File: src/hw/pump_protect_regs.vh
// Constants for the pump protection trip and restart block.
`ifndef PUMP_PROTECT_REGS_VH
`define PUMP_PROTECT_REGS_VH

// Input function code that selects the protection trip.
`define FUNC_PROTECT 4'h7
`define FUNC_W 4
// Alarm number raised on a protection trip.
`define ALARM_PROTECT 8'h3C
// Alarm number for a trip-lock alarm input.
`define ALARM_TRIPLOCK 8'hFF
// Default restart allowance, zero means manual reset only.
`define RESTART_MAX_DEFAULT 4'h3
// Default restart interval and protection delay, in seconds.
`define RESTART_SEC_DEFAULT 16'h001E
`define DELAY_SEC_DEFAULT 16'h000A
// Clock rate and cycles per one-second tick.
`define CLK_HZ 50000000
`define TICK_CYCLES (`CLK_HZ / 1)
// Register map of the plain register port.
`define REG_CTRL 4'h0
`define REG_DELAY 4'h1
`define REG_RESTART 4'h2
`define REG_STATUS 4'h3
`define REG_IRQ_STAT 4'h4
`define REG_IRQ_MASK 4'h5
`define REG_ALARM 4'h6
// Control field positions.
`define CTRL_FUNC_A_LSB 0
`define CTRL_FUNC_B_LSB 4
`define CTRL_MAX_LSB 8
`define CTRL_MANUAL_RESET 12
// Interrupt bits.
`define IRQ_TRIP 0
`define IRQ_RESTART 1
`define IRQ_LOCKOUT 2

`endif

File: src/hw/pump_protect_trip_restart.v
// Run permit, protection trip and automatic restart logic for a pump motor.
//
// What this block does
// - Run request high (tied to 24 V) means start; low (open) means stop.
// - Motor runs whenever start is present and no alarm stands, at once, with no warning.
// - Protection trip can be assigned to input A or input B by function setting.
// - Function code 7 in an input's function setting enables protection trip.
// - Delay timer starts when an enabled protection input goes open.
// - Input open for the whole delay stops the motor and raises alarm 60.
// - Input reclosing before the delay ends raises no alarm.
// - Automatic restart happens only when policy and interval allow it.
// - Restart allowance defaults to three; zero means manual reset only.
// - Wait the restart interval, 30 s default, before each restart attempt.
// - Trip-lock alarms never restart automatically under the policy.
`include "pump_protect_regs.vh"
`timescale 1ns/1ps
`default_nettype none

module pump_protect_trip_restart #(
    parameter [31:0] TICK_CYCLES = `TICK_CYCLES
) (
    input wire core_clk,
    input wire rst_n,
    input wire run_request_input,
    input wire protect_input_a,
    input wire protect_input_b,
    input wire trip_lock_alarm,
    input wire [3:0] reg_addr,
    input wire [15:0] reg_wdata,
    input wire reg_wr,
    input wire reg_rd,
    output reg [15:0] reg_rdata,
    output reg motor_run,
    output reg alarm_active,
    output reg [7:0] alarm_code,
    output reg irq
);

    // Trip states: idle runs on request, tripped waits to restart, locked waits for reset.
    // The state code is shown in the status word, so the codes must stay as they are.
    localparam [1:0] ST_IDLE = 2'h0;
    localparam [1:0] ST_TRIPPED = 2'h1;
    localparam [1:0] ST_LOCKED = 2'h2;

    // Divider state for the one-second enable pulse.
    reg [31:0] tick_cnt_ff;
    reg tick_ff;

    // Settings written by software.
    reg [15:0] ctrl_ff;
    reg [15:0] delay_sec_ff;
    reg [15:0] restart_sec_ff;

    // Interrupt status and mask, one bit per event.
    reg [2:0] irq_stat_ff;
    reg [2:0] irq_mask_ff;

    // Trip state and the events and alarm number it produces.
    reg [1:0] state_ff;
    reg [1:0] nxt_state;
    reg [2:0] nxt_event;
    reg [7:0] nxt_alarm_code;

    // Protection delay and restart interval timers, counted in seconds.
    // Both count one-second ticks and stop once their limit is reached.
    reg [15:0] delay_cnt_ff;
    reg [15:0] restart_cnt_ff;
    reg delay_run_ff;

    // Automatic restarts used since the last manual reset.
    reg [3:0] attempts_ff;

    // Status word assembled for the read port.
    wire [15:0] status_word;

    // True for a write strobe aimed at one register offset.
    function write_hit;
        input wr;
        input [3:0] addr;
        input [3:0] want;
        begin
            write_hit = wr && (addr == want);
        end
    endfunction

    // True once a seconds counter has reached its programmed limit.
    // A limit of zero is reached at once, so a zero delay trips on the next edge.
    function sec_reached;
        input [15:0] cnt;
        input [15:0] limit;
        begin
            sec_reached = (cnt >= limit);
        end
    endfunction

    // True when a function setting selects the protection trip.
    function is_protect;
        input [3:0] func;
        begin
            is_protect = (func == `FUNC_PROTECT);
        end
    endfunction

    // Manual reset is a write-one bit of the control word and is never stored.
    wire wr_ctrl = write_hit(reg_wr, reg_addr, `REG_CTRL);
    wire manual_reset = wr_ctrl && reg_wdata[`CTRL_MANUAL_RESET];
    wire [3:0] restart_max = ctrl_ff[`CTRL_MAX_LSB +: 4];

    // Any enabled protection input that is open reports a fault.
    // An input whose function setting is not the trip is ignored however it is wired.
    wire open_a = is_protect(ctrl_ff[`CTRL_FUNC_A_LSB +: 4]) && !protect_input_a;
    wire open_b = is_protect(ctrl_ff[`CTRL_FUNC_B_LSB +: 4]) && !protect_input_b;
    wire protect_open = open_a || open_b;
    wire delay_done = delay_run_ff && sec_reached(delay_cnt_ff, delay_sec_ff);
    wire restart_due = sec_reached(restart_cnt_ff, restart_sec_ff);
    // A zero allowance means manual reset only; otherwise restarts stop at the allowance.
    wire may_restart = (restart_max != 4'h0) && (attempts_ff < restart_max);

    // Status fields: attempts, state, delay running, input open, alarm and motor.
    assign status_word = {attempts_ff, 6'h00, state_ff, delay_run_ff,
                          protect_open, alarm_active, motor_run};

    // One-second enable pulse from a divider on the core clock.
    // It runs free, so the first second of any delay may be up to one tick short.
    // Simulation shortens the second through the divider parameter.
    always @(posedge core_clk or negedge rst_n)
    begin
        if (!rst_n)
        begin
            tick_cnt_ff <= 32'h0000_0000;
            tick_ff <= 1'b0;
        end
        else if (tick_cnt_ff >= TICK_CYCLES - 32'h0000_0001)
        begin
            tick_cnt_ff <= 32'h0000_0000;
            tick_ff <= 1'b1;
        end
        else
        begin
            tick_cnt_ff <= tick_cnt_ff + 32'h0000_0001;
            tick_ff <= 1'b0;
        end
    end

    // Configuration registers written by software.
    // Writes to unmapped offsets fall through and change nothing.
    always @(posedge core_clk or negedge rst_n)
    begin
        if (!rst_n)
        begin
            ctrl_ff <= {4'h0, `RESTART_MAX_DEFAULT, 4'h0, `FUNC_PROTECT};
            delay_sec_ff <= `DELAY_SEC_DEFAULT;
            restart_sec_ff <= `RESTART_SEC_DEFAULT;
            irq_mask_ff <= 3'h0;
        end
        else if (reg_wr)
        begin
            if (reg_addr == `REG_CTRL)
                ctrl_ff <= {4'h0, reg_wdata[11:0]};
            if (reg_addr == `REG_DELAY)
                delay_sec_ff <= reg_wdata;
            if (reg_addr == `REG_RESTART)
                restart_sec_ff <= reg_wdata;
            if (reg_addr == `REG_IRQ_MASK)
                irq_mask_ff <= reg_wdata[2:0];
        end
    end

    // Protection delay timer, restarted whenever the inputs reclose.
    // It is held clear outside the idle state, so a restart begins a fresh delay.
    always @(posedge core_clk or negedge rst_n)
    begin
        if (!rst_n)
        begin
            delay_run_ff <= 1'b0;
            delay_cnt_ff <= 16'h0000;
        end
        else if (!protect_open || state_ff != ST_IDLE)
        begin
            delay_run_ff <= 1'b0;
            delay_cnt_ff <= 16'h0000;
        end
        else if (!delay_run_ff)
        begin
            delay_run_ff <= 1'b1;
            delay_cnt_ff <= 16'h0000;
        end
        else if (tick_ff && !delay_done)
            delay_cnt_ff <= delay_cnt_ff + 16'h0001;
    end

    // Trip state machine with restart policy.
    // A protection trip goes to the tripped state while restarts remain, else it locks.
    // A trip-lock condition seen in the idle state locks and waits for a manual reset; while tripped it is not looked at.
    always @*
    begin
        nxt_state = state_ff;
        nxt_event = 3'h0;
        nxt_alarm_code = alarm_code;
        case (state_ff)
            ST_IDLE:
            begin
                // A trip-lock condition wins over a protection trip in the same cycle.
                if (trip_lock_alarm)
                begin
                    nxt_state = ST_LOCKED;
                    nxt_alarm_code = `ALARM_TRIPLOCK;
                    nxt_event[`IRQ_LOCKOUT] = 1'b1;
                end
                // The input must still be open when the delay runs out.
                else if (delay_done && protect_open)
                begin
                    nxt_alarm_code = `ALARM_PROTECT;
                    nxt_event[`IRQ_TRIP] = 1'b1;
                    if (may_restart)
                        nxt_state = ST_TRIPPED;
                    else
                    begin
                        nxt_state = ST_LOCKED;
                        nxt_event[`IRQ_LOCKOUT] = 1'b1;
                    end
                end
            end
            ST_TRIPPED:
            begin
                // A manual reset ends the wait early and is not counted as an attempt.
                if (manual_reset)
                    nxt_state = ST_IDLE;
                else if (restart_due)
                begin
                    nxt_state = ST_IDLE;
                    nxt_event[`IRQ_RESTART] = 1'b1;
                end
            end
            ST_LOCKED:
            begin
                // Only a manual reset leaves the locked state.
                if (manual_reset)
                    nxt_state = ST_IDLE;
            end
            default:
                nxt_state = ST_IDLE;
        endcase
        if (nxt_state == ST_IDLE && state_ff != ST_IDLE)
            nxt_alarm_code = 8'h00;
    end

    // State, restart interval counter and attempt counter.
    // Attempts saturate at fifteen so a small allowance can never wrap around.
    // The interval counts from entry into the tripped state.
    always @(posedge core_clk or negedge rst_n)
    begin
        if (!rst_n)
        begin
            state_ff <= ST_IDLE;
            restart_cnt_ff <= 16'h0000;
            attempts_ff <= 4'h0;
            alarm_code <= 8'h00;
        end
        else
        begin
            state_ff <= nxt_state;
            alarm_code <= nxt_alarm_code;
            if (state_ff != ST_TRIPPED)
                restart_cnt_ff <= 16'h0000;
            else if (tick_ff && !restart_due)
                restart_cnt_ff <= restart_cnt_ff + 16'h0001;
            if (manual_reset)
                attempts_ff <= 4'h0;
            else if (nxt_event[`IRQ_RESTART] && attempts_ff != 4'hF)
                attempts_ff <= attempts_ff + 4'h1;
        end
    end

    // Outputs: motor runs on request unless an alarm holds it off.
    // The motor output looks at the next state, so a trip stops it on the same edge.
    // The interrupt line follows the status one cycle late.
    always @(posedge core_clk or negedge rst_n)
    begin
        if (!rst_n)
        begin
            motor_run <= 1'b0;
            alarm_active <= 1'b0;
            irq <= 1'b0;
        end
        else
        begin
            motor_run <= run_request_input && (nxt_state == ST_IDLE);
            alarm_active <= (nxt_state != ST_IDLE);
            irq <= |(irq_stat_ff & irq_mask_ff);
        end
    end

    // Sticky interrupt status; a new event wins over a write-one clear.
    // Software must clear a bit after servicing it, or the line stays high.
    always @(posedge core_clk or negedge rst_n)
    begin
        if (!rst_n)
            irq_stat_ff <= 3'h0;
        else if (write_hit(reg_wr, reg_addr, `REG_IRQ_STAT))
            irq_stat_ff <= (irq_stat_ff & ~reg_wdata[2:0]) | nxt_event;
        else
            irq_stat_ff <= irq_stat_ff | nxt_event;
    end

    // Read port map, one 16-bit word per offset:
    //   0 control: input A function, input B function, restart allowance, manual reset.
    //   1 protection delay in seconds.
    //   2 restart interval in seconds.
    //   3 status word, read only.
    //   4 interrupt status, write one to clear.
    //   5 interrupt mask.
    //   6 alarm number, zero while no alarm stands.
    // Read data, valid in the cycle after the read strobe only.
    always @(posedge core_clk or negedge rst_n)
    begin
        if (!rst_n)
            reg_rdata <= 16'h0000;
        else if (reg_rd)
        begin
            case (reg_addr)
                `REG_CTRL: reg_rdata <= ctrl_ff;
                `REG_DELAY: reg_rdata <= delay_sec_ff;
                `REG_RESTART: reg_rdata <= restart_sec_ff;
                `REG_STATUS: reg_rdata <= status_word;
                `REG_IRQ_STAT: reg_rdata <= {13'h0000, irq_stat_ff};
                `REG_IRQ_MASK: reg_rdata <= {13'h0000, irq_mask_ff};
                `REG_ALARM: reg_rdata <= {8'h00, alarm_code};
                default: reg_rdata <= 16'h0000;
            endcase
        end
        else
            reg_rdata <= 16'h0000;
    end

endmodule

`default_nettype wire

File: config.mk
export PLATFORM = sky130hd
export DESIGN_NAME = pump_protect_trip_restart
export DESIGN_NICKNAME = d
export VERILOG_FILES = /design/src/hw/pump_protect_trip_restart.v
export VERILOG_INCLUDE_DIRS = /design/src /design/src/hw
export SDC_FILE = /design/constraint.sdc
export NUM_CORES = 1
export LEC_CHECK = 0
export BUFFER_PORTS_ARGS = -buffer_cell sky130_fd_sc_hd__buf_2
export CORE_MARGIN = 10
export CORE_UTILIZATION = 40
export CTS_BUF_LIST = sky130_fd_sc_hd__clkbuf_2 sky130_fd_sc_hd__clkbuf_4 sky130_fd_sc_hd__clkbuf_8
export DETAILED_ROUTE_END_ITERATION = 6
export MAX_ROUTING_LAYER = met4
export RECOVER_POWER = 25
export SYNTH_ARGS = -nofsm -noshare
export SYNTH_HDL_FRONTEND = slang
export SYNTH_SLANG_ARGS = --single-unit
File: constraint.sdc
create_clock -name core_clk -period 2.9 [get_ports core_clk]
set_input_delay 0.435 -clock core_clk [delete_from_list [all_inputs] [get_ports core_clk]]
set_output_delay 0.435 -clock core_clk [all_outputs]
set_load 0.02 [all_outputs]
-- Yosys cells after proc, flatten, opt, wreduce, memory -nomap -nowiden
Index checks and enable logic that the tools add are counted.
- flip-flop bits (word level): 149
- input port bits: 28
- output and inout bits: 27
- word-level logic and storage cells: 113
- $add $sub $neg: 4
- $lt $le $gt $ge: 4
- eq/ne operators: 13
- multiplexer cells: 34
- bitwise operators: 5
- reduce and logical (&&, ||, !) cells: 36
- operator list (cell ; number):
    16-bit case mux with 7 select lines ; 1
    16-bit two-way mux ; 6
    16-bit by 1-bit adder with 16-bit output (second input constant) ; 2
    32-bit by 1-bit adder with 32-bit output (second input constant) ; 1
    16-bit >= comparator ; 2
    32-bit by 26-bit >= comparator with 1-bit output (second input constant) ; 1
    32-bit two-way mux ; 1
    8-bit two-way mux ; 4
    4-bit by 3-bit == test with 1-bit output (second input constant) ; 5
    1-bit logical AND ; 13
    1-bit two-way mux ; 12
    2-bit two-way mux ; 6
    2-bit AND reduction ; 5
    2-bit nonzero test ; 5
    4-bit by 2-bit == test with 1-bit output (second input constant) ; 2
    4-bit two-way mux ; 2
    3-bit AND ; 2
    3-bit OR ; 2
    2-bit case mux with 3 select lines ; 1
    1-bit zero test ; 5
    4-bit by 1-bit adder with 4-bit output (second input constant) ; 1
    4-bit by 1-bit == test with 1-bit output (second input constant) ; 1
    2-bit zero test ; 2
    4-bit zero test ; 1
    12 further kinds ; 13

-- Longest topological paths before layout
- depth in word-level cells: 11
- gate-level depth with buffers: 10
- gate-level depth less buffers: 9

-- Least setup slack after synthesis
OpenSTA, ideal clock, no wires.
- path type: reg2reg
- start: register delay_cnt_ff[0]
- end: register delay_cnt_ff[9]
- setup time: 132 ps
- arrival: 2195 ps
- data required time: 2768 ps
- slack: 573 ps
- stages on the path, launching flop included: 11
- buffers on the path: 1
- clock period less this slack: 2327 ps
- path through: dfrtp_1 inv_1 ha_1 nand2b_1 a2111oi_2 o21a_1 o2111ai_2 buf_2 a211oi_1 xnor2_1 nor2_1
- word-level cells in the longest chain between the ends: 5
- elaborated cells between the ends (all ways): 9
- those cells by class: 1 x add/sub; 1 x order compare; 1 x eq/ne; 3 x mux; 3 x reduce/logical
- ends and longest elaborated chain (element ; line ; text):
    from (decl) ; pump_protect_trip_restart.v:66 ; reg [15:0] delay_cnt_ff;
    from (signal assigned) ; pump_protect_trip_restart.v:189 ; delay_cnt_ff <= delay_cnt_ff + 16'h0001;
    16-bit >= comparator ; pump_protect_trip_restart.v:92 ; sec_reached = (cnt >= limit);
    1-bit logical AND ; pump_protect_trip_restart.v:114 ; wire delay_done = delay_run_ff && sec_reached(delay_cnt_ff, delay_sec_ff);
    1-bit zero test ; pump_protect_trip_restart.v:188 ; else if (tick_ff && !delay_done)
    1-bit logical AND ; pump_protect_trip_restart.v:188 ;
    3-bit by 1-bit inequality test with 1-bit output (no source line) ; -- ;
Parallel ways exist; a longest one is shown, timed or not. The select of a mux whose other input is x is not followed.
A chain may end at the register's enable or synchronous reset.

-- Worst setup path after layout
- start: input port reg_addr[0]
- end: register restart_sec_ff[13]
- word-level cells in the longest chain between the ends: 2
- ends and longest elaborated chain (element ; line ; text):
    from (decl) ; pump_protect_trip_restart.v:28 ; input wire [3:0] reg_addr,
    4-bit by 2-bit == test with 1-bit output ; -- ;
    2-bit AND reduction (no source line) ; -- ;
    to (signal assigned) ; pump_protect_trip_restart.v:153 ; restart_sec_ff <= `RESTART_SEC_DEFAULT;
    to (signal assigned) ; pump_protect_trip_restart.v:163 ; restart_sec_ff <= reg_wdata;
    to (decl) ; pump_protect_trip_restart.v:52 ; reg [15:0] restart_sec_ff;
No other way between the ends.

==> flow_metrics.env <==
export IMPL_status="finished with violations"
export IMPL_violations="max-capacitance violations, max-slew violations"
export IMPL_gr_total_overflow=0
export IMPL_critPathRequiredTime_ns=3.23
export IMPL_yosys_warnings=0
export IMPL_grt_start_max_net_pins=62
export IMPL_drt_wl_total_um=17100
export IMPL_seqPwrFrac=0.492
export IMPL_rows=49
export IMPL_slew_viol_final=94
export IMPL_netSwitchingFraction=0.279
export IMPL_ys_ff_latch=143
export IMPL_cap_violations=2
export IMPL_max_freq_mhz=376
export IMPL_die_h_um=156
export IMPL_clock_sinks=143
export IMPL_power_mw=4.86
export IMPL_path_max_fanout=32
export IMPL_final_antenna_net_count=0
export IMPL_ys_dominant_reg_cell="dfrtp_1"
export IMPL_syn2layout_area_growth_pct=13.4
export IMPL_slew_limit_headroom=-0.133
export IMPL_leakage_nw=3.72
export IMPL_syn_instance_count=734
export IMPL_synth_top_area_share=0.447
export IMPL_worstSkewPairLatency_ns=0.45
export IMPL_slowest_stage="clkbuf_1"
export IMPL_fin_cells=1039
export IMPL_async_flop_share=1.00
export IMPL_drt_iter0_markers=295
export IMPL_grt_busiest_layer="met2"
export IMPL_met2_usage=0.240
export IMPL_max_slew_worst_pin_slew_ns=1.70
export IMPL_final_layout_size_suffix_gt1_frac=0.191
export IMPL_dp_slack_ns=0.296
export IMPL_viasPerCell=5.13
export IMPL_synth_edf_count=0
export IMPL_arrival_ns=2.99
export IMPL_crit_chain="buf_2, clkbuf_1, nor2b_1, clkbuf_1, nand3_1, buf_4, mux2_2"
export IMPL_via_count=5335
export IMPL_multi_input_area_sq_um=3500
export IMPL_die_area_sq_um=24300
export IMPL_met1_usage=0.189
export IMPL_ys_top_cells_by_area="dfrtp_1 45%, ha_1 6.6%, nor2_1 4.9%"
export IMPL_nets=864
export IMPL_port_buffer_count=54
export IMPL_r2r_setup_slack_ns=0.30
export IMPL_seq_area_frac_synth=0.486
export IMPL_drtPass1Iterations=4
export IMPL_wire_per_inst_um=16.4
export IMPL_cellPowerDensity_nw_per_um2=580
export IMPL_p_int_mw=3.51
export IMPL_setup_ws_ns=0.243
export IMPL_ioPinCount=55
export IMPL_synthesis_area_sq_um=7390
export IMPL_grt_usage=0.151
export IMPL_synth_avg_cell_area_sq_um=10.1
export IMPL_drc=0
export IMPL_yosysUniqueCellTypes=55
export IMPL_cts_buffers=17
export IMPL_grt_first_pass_wirelength_um=28600
export IMPL_cts_root_buffer="clkbuf_8"
export IMPL_coreArea_sq_um=18100
export IMPL_cts_tree="built"
export IMPL_path_clk_slew_ns=0.08
export IMPL_placed_cells=1006
export IMPL_p_clk_frac=0.352
export IMPL_finalInstanceArea_sq_um=8380
export IMPL_hold_viol=0
export IMPL_end_kind="register"
export IMPL_power_switching_mw=1.35
export IMPL_peakVddDrop_mv=0.286
export IMPL_place_congestion=0.827
export IMPL_use_met3=0.0347
export IMPL_path_common_cell="clkbuf_1"
export IMPL_dp_hpwl_um=12700
export IMPL_grt_pass1_vias=5331
export IMPL_criticalPathCategory="in2reg"
export IMPL_setup_tns_final_ns=0
export IMPL_fin_skew_ns=0.0120
export IMPL_critPathMaxStageDelay_ns=1.22
export IMPL_startpoint_type="input port"
export IMPL_placed_cell_area_sq_um=7960
export IMPL_fillers=1706
export IMPL_antenna_found_initial=0
export IMPL_diodes=0
export IMPL_final_seq_area_sq_um=3590
export IMPL_cts_max_level=4
export IMPL_min_path_type="in2reg"
export IMPL_clock_path_buffers=2
export IMPL_die_w_um=156
export IMPL_initial_core_util=0.409
export IMPL_synth_area_leader_cell="dfrtp_1"
export IMPL_finalCritPeriodShare=0.916
export IMPL_final_setup_viol_count=0
export IMPL_period_minus_slack_ns=2.66
export IMPL_comb_power_share=0.156
export IMPL_rsz0062_at_grt="no"
## logic make-up (layout without fill, tap and decap cells)
| family | count (synthesis) | after routing | synth area share |
|---|---|---|---|
| xor+xnor | 51 | 51 | 0.0604 |
| buf+inv | 80 | 151 | 0.0438 |
| fa+ha+maj | 39 | 39 | 0.0660 |
| other cells | 1 | 6 | 0.000507 |
| mux | 49 | 49 | 0.0801 |
| simple gates | 260 | 260 | 0.168 |
| compound gates | 111 | 111 | 0.0955 |
| flops | 143 | 143 | 0.486 |
## timing repair
action	CTS	global route
hold endpoints to repair	56	0
endpoints found under the setup margin	0	0
buffers inserted	0	0
gates resized for setup	0	0
hold buffers	1	0
## worst paths after layout
path	startpoint	endpoint	cells past startpoint
max	reg_addr[0]	restart_sec_ff[13]$_DFFE_PN0P_	7
min	run_request_input	motor_run$_DFF_PN0_	3
max reg2reg	delay_cnt_ff[0]$_DFFE_PN0P_	delay_cnt_ff[9]$_DFFE_PN0P_	10
min reg2reg	restart_sec_ff[12]$_DFFE_PN0P_	restart_sec_ff[12]$_DFFE_PN0P_	2
max in group asynchronous	rst_n	reg_rdata[10]$_DFF_PN0_	3
min in group asynchronous	rst_n	tick_cnt_ff[11]$_DFF_PN0_	2
## layout make-up
type                    instances  area share
flip-flops and latches        143       0.429
multi-input cells             516       0.417
repair buffers                 68      0.0457
clock buffers                  23      0.0355
well taps                     229      0.0342
inverters                      51      0.0228
clock inverters                 9      0.0158
## metal layers
metal / share of wire / vias up / wire, um
li1: - / 2653 / -
met1: 0.47 / 2587 / 8020
met2: 0.48 / 81 / 8260
met3: 0.035 / 14 / 602
met4: 0.012 / 0 / 206
met5: 0 / - / 0
## power groups by stage
stage	sequential, mW	combinational (mW)	clock (mW)
after floorplan	2.38	0.527	0
after global placement	2.42	0.750	0
after detailed placement	2.43	0.769	0
after CTS	2.39	0.775	1.76
after global routing	2.41	0.870	1.84
final	2.39	0.760	1.71
## cells in the mapped netlist, types with 4 or more instances
cell      count
nor2_1       96
buf_1         4
o21ai_0      36
buf_4         6
a22oi_1       4
xnor2_1      35
nand4_1       9
nor2b_1       5
or3_1         6
mux2_2       31
ha_1         39
a21oi_1      28
mux2i_1      13
dfrtp_1     132
mux4_2        5
clkbuf_1     18
a21o_1        8
a31oi_1       4
nand2b_1     12
and3_1        5
inv_1        50
nand2_1      56
a211oi_1     10
nor3_1       22
xor2_1       16
dfstp_2      11
nand3_1      22
## stage by stage
step	hold slack, ns	utilization
after floorplan	0.139	-
after global placement	0.457	0.440
after detailed placement	0.466	0.440
after CTS	0.179	0.464
after global routing	0.177	0.463
final	0.202	0.463
## layout by cell type (no fill, tap or decap), types with 4 or more instances in the layout
cell type | Yosys | routed
a211oi_1 | 10 | 10
a21o_1 | 8 | 8
a21oi_1 | 28 | 28
a22oi_1 | 4 | 4
a31oi_1 | 4 | 4
and3_1 | 5 | 5
buf_2 | 1 | 53
buf_4 | 6 | 10
clkbuf_8 | 0 | 20
conb_1 | 1 | 6
dfrtp_1 | 132 | 132
dfstp_2 | 11 | 11
ha_1 | 39 | 39
inv_1 | 50 | 50
mux2_2 | 31 | 31
mux2i_1 | 13 | 13
mux4_2 | 5 | 5
nand2_1 | 56 | 56
nand2b_1 | 12 | 12
nand3_1 | 22 | 22
nand4_1 | 9 | 9
nor2_1 | 96 | 96
nor2b_1 | 5 | 5
nor3_1 | 22 | 21
o21ai_0 | 36 | 36
or3_1 | 6 | 6
xnor2_1 | 35 | 35
xor2_1 | 16 | 16
## flip-flops by register name, summed over array words and instances, names as in the netlist
register,cells
reg_rdata,16
delay_cnt_ff,16
ctrl_ff,12
restart_cnt_ff,16
irq_mask_ff,3
attempts_ff,4
delay_sec_ff,16
motor_run,1
irq,1
delay_run_ff,1
irq_stat_ff,3
tick_cnt_ff,32
alarm_code,2
tick_ff,1
restart_sec_ff,16
state_ff,2
alarm_active,1
## critical path: cells and delay by family
kind,cells,cell delay (ns)
buffers and inverters,4,1.91
multiplexers,1,0.37
AND/OR/NAND/NOR,2,0.26
No activity file was read; power rests on OpenSTA's default activity.
